$ cat src/adc_regs_consts.svh
// offsets, field positions and reset values of the result, checksum and sync/error registers
`ifndef ADC_REGS_CONSTS_SVH
`define ADC_REGS_CONSTS_SVH

`define OFS_REG_CHECKSUM    6'h03
`define OFS_CONV_RESULT     6'h04
`define OFS_SYNC_ERR_CFG    6'h06

`define CFG_RESET           16'h0800
`define CFG_RSVD_HI         15
`define CFG_RSVD_LO         13
`define CFG_MUX_BIT         12
`define CFG_SYNC_BIT        11
`define CFG_ERR_HI          10
`define CFG_ERR_LO          9
`define CFG_LEVEL_BIT       8
`define CFG_LOW_MASK        16'h003f

`define ERR_MODE_OFF        2'h0
`define ERR_MODE_INPUT      2'h1
`define ERR_MODE_OD_OUT     2'h2
`define ERR_MODE_GP_OUT     2'h3

`define RESULT_RESET        32'h00000000
`define CHECKSUM_W          24
`define NARROW_SHIFT        8

`endif

$ cat src/adc_regs_pkg.sv
// types shared by the result, checksum and sync/error register logic
package adc_regs_pkg;

   // one decoded command from the serial register interface
   typedef struct packed {
      logic        valid;
      logic        write;
      logic [5:0]  addr;
      logic [31:0] wdata;
   } reg_cmd_s;

   // channel sequencer states, gray coded along idle -> wait -> settle
   typedef enum logic [1:0] {
      SEQ_IDLE   = 2'b00,
      SEQ_WAIT   = 2'b01,
      SEQ_SETTLE = 2'b11
   } seq_e;

   typedef struct packed {
      logic [15:0] cfg;
      logic [31:0] result;
      logic [31:0] pend;
      logic        pend_v;
      logic        hold;
      logic        rdy_n;
      logic        sync1;
      logic        sync2;
      logic        pin_prev;
      logic        en_prev;
      logic [23:0] snap;
      logic        integ_err;
      seq_e        seq;
      logic [7:0]  cnt;
      logic [1:0]  aux;
      logic        aux_drive;
      logic [31:0] rd_data;
      logic        rd_valid;
      logic        mod_rst;
      logic        conv_start;
      logic        pin_out;
      logic        pin_oe_n;
      logic        conv_err;
   } state_s;

endpackage

$ cat src/adc_result_sync_error_regs.sv
// result, checksum and sync/error pin register logic of the converter's digital side
`timescale 1ns/100ps
`include "adc_regs_consts.svh"

module adc_result_sync_error_regs
   import adc_regs_pkg::*;
#(
   parameter int CHANNELS = 4
) (
   input  wire logic        clock_i,
   input  wire logic        rst_n_i,
   input  wire reg_cmd_s    cmd_i,
   input  wire logic        access_end_i,
   input  wire logic        integrity_check_enable_i,
   input  wire logic        wide_word_select_i,
   input  wire logic        alternate_sync_mode_i,
   input  wire logic [23:0] user_regs_fold_i,
   input  wire logic        result_valid_i,
   input  wire logic [31:0] raw_result_i,
   input  wire logic        polarity_select_i,
   input  wire logic        channel_switch_due_i,
   input  wire logic [1:0]  next_channel_i,
   input  wire logic        multi_channel_i,
   input  wire logic [7:0]  mux_settle_cycles_i,
   input  wire logic        adc_fault_i,
   input  wire logic        crc_error_i,
   input  wire logic        sync_error_pin_i,
   output logic [31:0]      rd_data_o,
   output logic             rd_valid_o,
   output logic             result_ready_n_o,
   output logic             integrity_error_flag_o,
   output logic             converter_error_flag_o,
   output logic             modulator_reset_o,
   output logic             conversion_start_o,
   output logic             aux_io_0_o,
   output logic             aux_io_1_o,
   output logic             aux_mux_drive_o,
   output logic             sync_error_pin_o,
   output logic             sync_error_pin_oe_n_o
);

   // the two aux pins address at most four external mux inputs
   if (CHANNELS < 1 || CHANNELS > 4) begin : g_bad_channels
      $error("CHANNELS must lie between 1 and 4");
   end

   state_s q;
   state_s d;

   // fold a 16-bit register into the 24-bit checksum lane
   function automatic logic [23:0] checksum(input logic [15:0] cfg, input logic [23:0] fold);
      checksum = {8'h00, cfg} ^ fold;
   endfunction

   // coding first, then word length, both fixed at the moment a result arrives
   function automatic logic [31:0] fmt_result(input logic [31:0] raw, input logic uni,
                                              input logic wide);
      logic [31:0] v;
      v = uni ? raw : {~raw[31], raw[30:0]};
      fmt_result = wide ? v : (v >> `NARROW_SHIFT);
   endfunction

   logic [1:0]  err_mode;
   logic        sync_en;
   logic        pin_used;
   logic        pin_lvl;
   logic        alt_act;
   logic [23:0] cs_now;
   logic        any_err;
   logic        rd_cmd;
   logic        wr_cmd;

   // decoded configuration and pin qualifiers
   always_comb begin
      err_mode = q.cfg[`CFG_ERR_HI:`CFG_ERR_LO];
      sync_en  = q.cfg[`CFG_SYNC_BIT];
      pin_used = sync_en || (err_mode != `ERR_MODE_OFF);
      pin_lvl  = pin_used ? q.sync2 : 1'b1; // idle level when ignored
      alt_act  = alternate_sync_mode_i && multi_channel_i;
      cs_now   = checksum(q.cfg, user_regs_fold_i);
      any_err  = q.conv_err || q.integ_err || crc_error_i;
      rd_cmd   = cmd_i.valid && !cmd_i.write;
      wr_cmd   = cmd_i.valid && cmd_i.write;
   end

   // next state of the whole block
   always_comb begin
      d = q;
      d.rd_valid   = 1'b0;
      d.conv_start = 1'b0;

      // pin synchroniser; only the second stage is read
      d.sync1    = sync_error_pin_i;
      d.sync2    = q.sync1;
      d.pin_prev = pin_lvl;

      // config writes; reserved top bits and the unmapped low bits are dropped
      if (wr_cmd && cmd_i.addr == `OFS_SYNC_ERR_CFG) begin
         d.cfg = cmd_i.wdata[15:0] & (16'h1f00 | `CFG_LOW_MASK);
      end

      // integrity check: snapshot on enable, flag on any change, clear on disable
      d.en_prev = integrity_check_enable_i;
      if (!integrity_check_enable_i) begin
         d.integ_err = 1'b0;
      end else if (!q.en_prev) begin
         d.snap = cs_now;
      end else if (cs_now != q.snap) begin
         d.integ_err = 1'b1;
      end

      // register reads answer one cycle after the command
      if (rd_cmd) begin
         d.rd_valid = 1'b1;
         unique case (cmd_i.addr)
            `OFS_REG_CHECKSUM: begin
               d.rd_data = integrity_check_enable_i ? {8'h00, cs_now} : 32'h00000000;
            end
            `OFS_CONV_RESULT: begin
               d.rd_data = q.result;
               d.rdy_n   = 1'b1;
               d.hold    = 1'b1;
            end
            `OFS_SYNC_ERR_CFG: begin
               d.rd_data = {16'h0000, q.cfg};
               // the error input shows the sampled pin; sync use keeps the stored bit
               if (err_mode == `ERR_MODE_INPUT) begin
                  d.rd_data[`CFG_LEVEL_BIT] = q.sync2;
               end
            end
            default: d.rd_data = 32'h00000000;
         endcase
      end

      // a result arriving during a read access waits in the pending slot
      // a result read in the same cycle keeps the hold, so nothing lands mid-access
      if (q.hold && access_end_i && !(rd_cmd && cmd_i.addr == `OFS_CONV_RESULT)) begin
         d.hold = 1'b0;
         if (q.pend_v) begin
            d.result = q.pend;
            d.pend_v = 1'b0;
            d.rdy_n  = 1'b0;
         end
      end
      if (result_valid_i) begin
         if (d.hold) begin // still held next cycle, so park the newest result
            d.pend   = fmt_result(raw_result_i, polarity_select_i, wide_word_select_i);
            d.pend_v = 1'b1;
         end else begin
            d.result = fmt_result(raw_result_i, polarity_select_i, wide_word_select_i);
            d.rdy_n  = 1'b0;
         end
      end

      // ordinary sync holds the modulator while the pin is low
      d.mod_rst = sync_en && !alt_act && !pin_lvl;

      // channel sequencing with optional mux settling and alternate sync
      unique case (q.seq)
         SEQ_IDLE: begin
            if (channel_switch_due_i) begin
               if (q.cfg[`CFG_MUX_BIT]) begin
                  d.aux = next_channel_i;
               end
               d.cnt = q.cfg[`CFG_MUX_BIT] ? mux_settle_cycles_i : 8'h00;
               d.seq = (alt_act && !pin_lvl) ? SEQ_WAIT : SEQ_SETTLE;
            end
         end
         SEQ_WAIT: begin
            if (pin_lvl && !q.pin_prev) begin
               d.seq = SEQ_SETTLE;
            end else if (!alt_act) begin
               d.seq = SEQ_SETTLE;
            end
         end
         SEQ_SETTLE: begin
            if (q.cnt == 8'h00) begin
               d.conv_start = 1'b1;
               d.seq        = SEQ_IDLE;
            end else begin
               d.cnt = q.cnt - 8'h01;
            end
         end
         default: d.seq = SEQ_IDLE;
      endcase
      d.aux_drive = q.cfg[`CFG_MUX_BIT];

      // error flag and pin drive per error mode
      d.conv_err = adc_fault_i || (err_mode == `ERR_MODE_INPUT && !q.sync2);
      unique case (err_mode)
         `ERR_MODE_OD_OUT: begin
            d.pin_out  = 1'b0;
            d.pin_oe_n = !any_err;
         end
         `ERR_MODE_GP_OUT: begin
            d.pin_out  = q.cfg[`CFG_LEVEL_BIT];
            d.pin_oe_n = 1'b0;
         end
         default: begin
            d.pin_out  = 1'b0;
            d.pin_oe_n = 1'b1;
         end
      endcase
   end

   // one register stage for the whole block
   always_ff @(posedge clock_i or negedge rst_n_i) begin
      if (!rst_n_i) begin
         q            <= '0;
         q.cfg        <= `CFG_RESET;
         q.result     <= `RESULT_RESET;
         q.rdy_n      <= 1'b1;
         q.sync1      <= 1'b1;
         q.sync2      <= 1'b1;
         q.pin_prev   <= 1'b1;
         q.seq        <= SEQ_IDLE;
         q.pin_oe_n   <= 1'b1;
      end else begin
         q <= d;
      end
   end

   // every output straight from the state register
   assign rd_data_o              = q.rd_data;
   assign rd_valid_o             = q.rd_valid;
   assign result_ready_n_o       = q.rdy_n;
   assign integrity_error_flag_o = q.integ_err;
   assign converter_error_flag_o = q.conv_err;
   assign modulator_reset_o      = q.mod_rst;
   assign conversion_start_o     = q.conv_start;
   assign aux_io_0_o             = q.aux[0];
   assign aux_io_1_o             = q.aux[1];
   assign aux_mux_drive_o        = q.aux_drive;
   assign sync_error_pin_o       = q.pin_out;
   assign sync_error_pin_oe_n_o  = q.pin_oe_n;

   // checksum read while disabled answers zero
   a_cksum_reads_zero: assert property (@(posedge clock_i) disable iff (!rst_n_i)
      rd_cmd && cmd_i.addr == `OFS_REG_CHECKSUM && !integrity_check_enable_i
      |=> rd_valid_o && rd_data_o == 32'h00000000)
      else $error("checksum read nonzero while disabled");

   // result read raises ready and engages the hold
   a_read_rdy_high: assert property (@(posedge clock_i) disable iff (!rst_n_i)
      rd_cmd && cmd_i.addr == `OFS_CONV_RESULT && !result_valid_i
      |=> result_ready_n_o && q.hold)
      else $error("result read left ready low");

   // held result stays untouched by new conversions
   a_hold_result: assert property (@(posedge clock_i) disable iff (!rst_n_i)
      q.hold && !access_end_i |=> $stable(q.result))
      else $error("result overwritten during read access");

   // narrow words leave the top byte clear
   a_word_len: assert property (@(posedge clock_i) disable iff (!rst_n_i)
      result_valid_i && !q.hold && !rd_cmd && !wide_word_select_i
      |=> q.result[31:24] == 8'h00 && !result_ready_n_o)
      else $error("24-bit result has upper byte set");

   // ordinary sync low holds the modulator
   a_sync_hold: assert property (@(posedge clock_i) disable iff (!rst_n_i)
      sync_en && !alt_act && !pin_lvl |=> modulator_reset_o)
      else $error("sync low did not hold modulator");

   // alternate sync blocks the start while the pin stays low
   a_alt_wait: assert property (@(posedge clock_i) disable iff (!rst_n_i)
      q.seq == SEQ_WAIT && alt_act && !pin_lvl |=> !conversion_start_o ##1 !conversion_start_o)
      else $error("conversion started with sync low");

   // open drain output pulls low on any error
   a_od_drive: assert property (@(posedge clock_i) disable iff (!rst_n_i)
      err_mode == `ERR_MODE_OD_OUT |=> !sync_error_pin_o && sync_error_pin_oe_n_o == !$past(any_err))
      else $error("open drain error pin wrong");

   // general output follows the level bit
   a_gpo_level: assert property (@(posedge clock_i) disable iff (!rst_n_i)
      err_mode == `ERR_MODE_GP_OUT
      |=> !sync_error_pin_oe_n_o && sync_error_pin_o == $past(q.cfg[`CFG_LEVEL_BIT]))
      else $error("general output level wrong");

   // pin released when unused
   a_pin_idle: assert property (@(posedge clock_i) disable iff (!rst_n_i)
      !pin_used |=> sync_error_pin_oe_n_o && !modulator_reset_o)
      else $error("unused pin driven or sampled");

   // register change under enabled check raises the flag
   a_integ_flag: assert property (@(posedge clock_i) disable iff (!rst_n_i)
      integrity_check_enable_i && q.en_prev && cs_now != q.snap |=> integrity_error_flag_o)
      else $error("integrity change not flagged");

   // enabled checksum read returns the fold of config and user registers
   a_cksum_value: assert property (@(posedge clock_i) disable iff (!rst_n_i)
      rd_cmd && cmd_i.addr == `OFS_REG_CHECKSUM && integrity_check_enable_i
      |=> rd_data_o == {8'h00, $past(user_regs_fold_i) ^ {8'h00, $past(q.cfg)}})
      else $error("checksum read value wrong");

   // reserved config bits never hold a one
   a_cfg_rsvd: assert property (@(posedge clock_i) disable iff (!rst_n_i)
      q.cfg[`CFG_RSVD_HI:`CFG_RSVD_LO] == 3'b000 && q.cfg[7:6] == 2'b00)
      else $error("reserved config bits set");

   // low error input reaches the converter error flag
   a_err_input: assert property (@(posedge clock_i) disable iff (!rst_n_i)
      err_mode == `ERR_MODE_INPUT && !q.sync2 |=> converter_error_flag_o)
      else $error("error input not flagged");

   // a channel switch under mux control puts its address on the aux pins
   a_mux_addr: assert property (@(posedge clock_i) disable iff (!rst_n_i)
      q.seq == SEQ_IDLE && channel_switch_due_i && q.cfg[`CFG_MUX_BIT]
      |=> {aux_io_1_o, aux_io_0_o} == $past(next_channel_i) && aux_mux_drive_o)
      else $error("mux address not driven");

   // the start waits until the settling count has run out
   a_settle_start: assert property (@(posedge clock_i) disable iff (!rst_n_i)
      q.seq == SEQ_SETTLE |=> conversion_start_o == ($past(q.cnt) == 8'h00))
      else $error("start not aligned to settling count");

   // a result read answers with the held result word
   a_result_read: assert property (@(posedge clock_i) disable iff (!rst_n_i)
      rd_cmd && cmd_i.addr == `OFS_CONV_RESULT |=> rd_valid_o && rd_data_o == $past(q.result))
      else $error("result read data wrong");

   // dropping the enable clears the integrity error
   a_integ_clear: assert property (@(posedge clock_i) disable iff (!rst_n_i)
      !integrity_check_enable_i |=> !integrity_error_flag_o)
      else $error("integrity error kept while disabled");

endmodule

$ cat config.mk
export PLATFORM = sky130hd
export DESIGN_NAME = adc_result_sync_error_regs
export DESIGN_NICKNAME = d
export VERILOG_FILES = /design/src/adc_regs_pkg.sv /design/src/adc_result_sync_error_regs.sv
export VERILOG_INCLUDE_DIRS = /design/src
export SDC_FILE = /design/constraint.sdc
export NUM_CORES = 1
export LEC_CHECK = 0
export ABC_AREA = 1
export BUFFER_PORTS_ARGS = -buffer_cell sky130_fd_sc_hd__buf_2
export CAP_MARGIN = 20
export CORE_AREA = 2 2 124 126
export CTS_CLUSTER_DIAMETER = 150
export CTS_CLUSTER_SIZE = 8
export DETAILED_ROUTE_END_ITERATION = 16
export DIE_AREA = 0 0 126 128
export PLACE_DENSITY_LB_ADDON = 0.25
export SKIP_LAST_GASP = 1
export SYNTH_ARGS = -nofsm -noshare
export SYNTH_HDL_FRONTEND = slang
export SYNTH_SLANG_ARGS = --single-unit
$ cat constraint.sdc
create_clock -name clock_i -period 2 [get_ports clock_i]
set_clock_uncertainty 0.05 [all_clocks]
set_input_delay 0.5 -clock clock_i [delete_from_list [all_inputs] [get_ports clock_i]]
set_output_delay 0.5 -clock clock_i [all_outputs]
set_load 0.005 [all_outputs]
==> results.toml <==
[pwr]
seqPwrFrac_pct = 45.7
switching_share_pct = 24.9
powerDensity_mw_per_mm2 = 826
leakagePower_nw = 5.09
clkPwrFrac_pct = 43.2
combPwrFrac_pct = 11.1
ir_drop_mv = 0.651
intPower_mw = 5.88
p_switching_mw = 1.95
power_mw = 7.83

[floorplan]
dieArea_mm2 = 0.0161
rows = 45
num_io_pins = 162
fp.dieH_um = 128
start_util_pct = 53.6
fp.coreArea_mm2 = 0.0149
dieWidth_um = 126

[setup_path]
slowest_stage = "dfrtp_1"
worstPathArrival_ns = 1.93
r2r-end = "q[44]"
start_kind = "register"
crit_path_max_incr_delay_ns = 0.39
timing_worst_setup_path_type = "register to register"
crit_top_cell = "nand2_1"
reg2reg_depth = 8
cp_max_fo = 15
end_kind = "register"
required_ns = 2.23
crit_family = "simple AND/OR/NAND/NOR gates"
reg2reg_slack_ns = 0.30
cp_num_buf_inv = 1
worstPathCellList = "inv_1 -> nand2_1 -> nor2_1 -> nand4_1 -> nand2_1 -> o21ai_2 -> o311ai_0 -> o21ai_0"
r2r_start = "q[43]"

[cells_and_area]
syn2layout_area_growth_pct = 19.0
diodes = 0
final_area_mm2 = 0.00948
final_util_pct = 63.8
drive_above_1_share_pct = 21.6
nFillCells = 1285
final-seq-area_mm2 = 0.00396
multiInputGateArea_mm2 = 0.00316
final_nets = 1260

[global_routing]
grt_usage_pct = 24.4
overflow = 0
grt_pass1_wl_mm = 31.1
grt_pass1_vias = 6429
antenna_found_initial = 0
grt_max_degree = 45

[timing]
fmax_ghz = 0.590
slew_headroom_pct = 63.6
slew_viol_final = 0
hold_violations = 0
min_period_over_period_pct = 84.8
final-setup-viol-count = 0
rsz0062_at_grt = "false"
tns_ns = 0
tightest_slew_ns = 0.542
fin_crit_ns = 1.70

[synth]
syn_nets = 1138
synthAdderAreaFrac_pct = 0.314
synthMuxAreaShare_pct = 2.25
async_reset_ff_share_pct = 100
ys_seq_area_share_pct = 49.7
synth_xor_area_share_pct = 0.879
synth_compound_area_share_pct = 11.2
synthSimpleGateAreaFrac_pct = 25.0
synth_area_per_cell_um2 = 7.83
synth_edf_count = 0
yosysWarnings = 0
synthFlopType = "dfrtp_1"
synthDistinctLibCells = 42
synth_area_mm2 = 0.00797
synth_top_family_by_area = "simple AND/OR/NAND/NOR gates"
synthCells = 1017
synth-seq-cells = 158

[drt]
wl_met1_mm = 8.85
routed-wl-met2_mm = 8.97
routed_wl_mm = 19.2
drtIter0Drc = 490
drt.antenna.violating_nets = 0
viasPerCell = 5.11
top_layer_used = "met4"
routedWlPerCell_um = 14.3
dr.pass1.iters = 6
met3_wirelength_mm = 1.01
drc_errors = 0
via_count = 6849

[cts]
cts_tree = "done"
clk_pin_slew_ns = 0.06
cts_buffers = 17
postCtsSetupBuffers = 0
clock_latency_ns = 0.43
clock-sinks = 158
clock_path_buffers = 2
htreeDepth = 4
cts-root-buf = "clkbuf_16"

[hold_path]
min-delay-start = "sync_error_pin_i"
holdPathEnd = "d[78]"
holdPathStages = 1
hold_path_class = "input pin to register"

[placement]
place.gp.congestion = 0.831
placed_area_mm2 = 0.00884
numPortBuffers = 140
dp_hpwl_mm = 13.8

[job]
drv_cap = 0

[run_status]
status = "finished clean"
[worst reg2reg max path, cell delays in order, from the launching register on]
cell	delay, ns
dfrtp_1	0.39
inv_1	0.13
nand2_1	0.07
nor2_1	0.15
nand4_1	0.14
nand2_1	0.14
o21ai_2	0.18
o311ai_0	0.14
o21ai_0	0.16
[routing by layer]
layer	global-route usage [%]	vias up
li1	-	3422
met1	33.8	3185
met2	38.8	212
met3	5.13	30
met4	7.76	0
met5	0	-
[power groups by stage]
stage          logic, mW  clock network [mW]  registers (mW)
6_report           0.867                3.39            3.58
5_1_grt            0.999                3.55            3.60
4_1_cts            0.876                3.42            3.57
3_5_place_dp       0.862                   0            3.63
3_3_place_gp       0.843                   0            3.62
2_1_floorplan      0.519                   0            3.59
[synthesized netlist by cell type (3+ instances only)]
master | instances | area share (%)
a21oi_1 | 12 | 0.75
a31oi_1 | 17 | 1.3
buf_2 | 7 | 0.44
buf_4 | 36 | 3.4
buf_6 | 7 | 0.99
clkbuf_1 | 24 | 1.1
dfrtp_1 | 152 | 48
dfstp_2 | 6 | 2.0
inv_1 | 92 | 4.3
inv_2 | 7 | 0.33
mux2_2 | 15 | 2.1
nand2_1 | 406 | 19
nand2_2 | 4 | 0.31
nand3_1 | 25 | 1.6
nand3b_1 | 9 | 0.85
nor2_1 | 41 | 1.9
nor2_2 | 3 | 0.24
o21ai_0 | 99 | 6.2
o21ai_1 | 11 | 0.69
o221ai_1 | 5 | 0.55
o22ai_1 | 5 | 0.39
xnor2_1 | 6 | 0.66
[layout by cell type (no fill, tap or decap), types with 6 or more instances in the layout]
master	synthesis	layout
nand3_1	25	25
a21oi_1	12	12
o21ai_0	99	99
buf_12	0	11
nand2_1	406	406
buf_2	7	139
inv_1	92	92
clkbuf_16	0	17
dfstp_2	6	6
buf_4	36	25
inv_2	7	7
nor2_1	41	41
nand3b_1	9	9
dfrtp_1	152	152
a31oi_1	17	17
o21ai_1	11	10
mux2_2	15	15
xnor2_1	6	6
[registers in the layout, indices dropped and copies added (netlist names)]
name / flops
q: 111
rd_data_o: 32
d: 2
err_mode: 2
aux_io_0_o: 1
aux_io_1_o: 1
aux_mux_drive_o: 1
conversion_start_o: 1
converter_error_flag_o: 1
integrity_error_flag_o: 1
modulator_reset_o: 1
rd_valid_o: 1
result_ready_n_o: 1
sync_error_pin_o: 1
sync_error_pin_oe_n_o: 1
[area by class of cell]
| type | count | area share, % |
|---|---|---|
| Sequential cell | 158 | 41.8 |
| Multi-Input combinational cell | 685 | 33.3 |
| Timing Repair Buffer | 177 | 11.9 |
| Clock buffer | 23 | 5.15 |
| Inverter | 100 | 3.96 |
| Tap cell | 188 | 2.48 |
| Clock inverter | 9 | 1.40 |
[how the worst max path moves through the flow]
| stage | from | endpoint | cells after the start |
|---|---|---|---|
| floorplan | cmd_i[37] | q[85] | 12 |
| global placement | cmd_i[34] | q[145] | 14 |
| finish | q[43] | q[44] | 8 |
| detailed placement | cmd_i[34] | q[145] | 14 |
| global route | q[43] | q[44] | 8 |
| CTS | q[41] | q[44] | 7 |
[through the flow]
step	instances	setup slack, ns	hold slack [ns]
2_1_floorplan	1017	0.281	0.154
3_3_place_gp	1307	0.101	0.298
3_5_place_dp	1307	0.0881	0.299
4_1_cts	1340	0.107	0.104
5_1_grt	1340	0.144	0.105
6_report	1340	0.305	0.115
[kinds of logic after synthesis]
family | count (synthesis)
compound gates | 161
xor+xnor | 8
fa+ha+maj | 2
buf+inv | 174
flops | 158
mux | 16
simple gates | 498
[timing repair]
item                       in CTS  in global routing
hold endpoints to repair       35                  0
hold buffers                    1                  0
gates resized for setup         0                  1
setup endpoints to repair       0                  1
No activity file was read; power rests on OpenSTA's default activity.
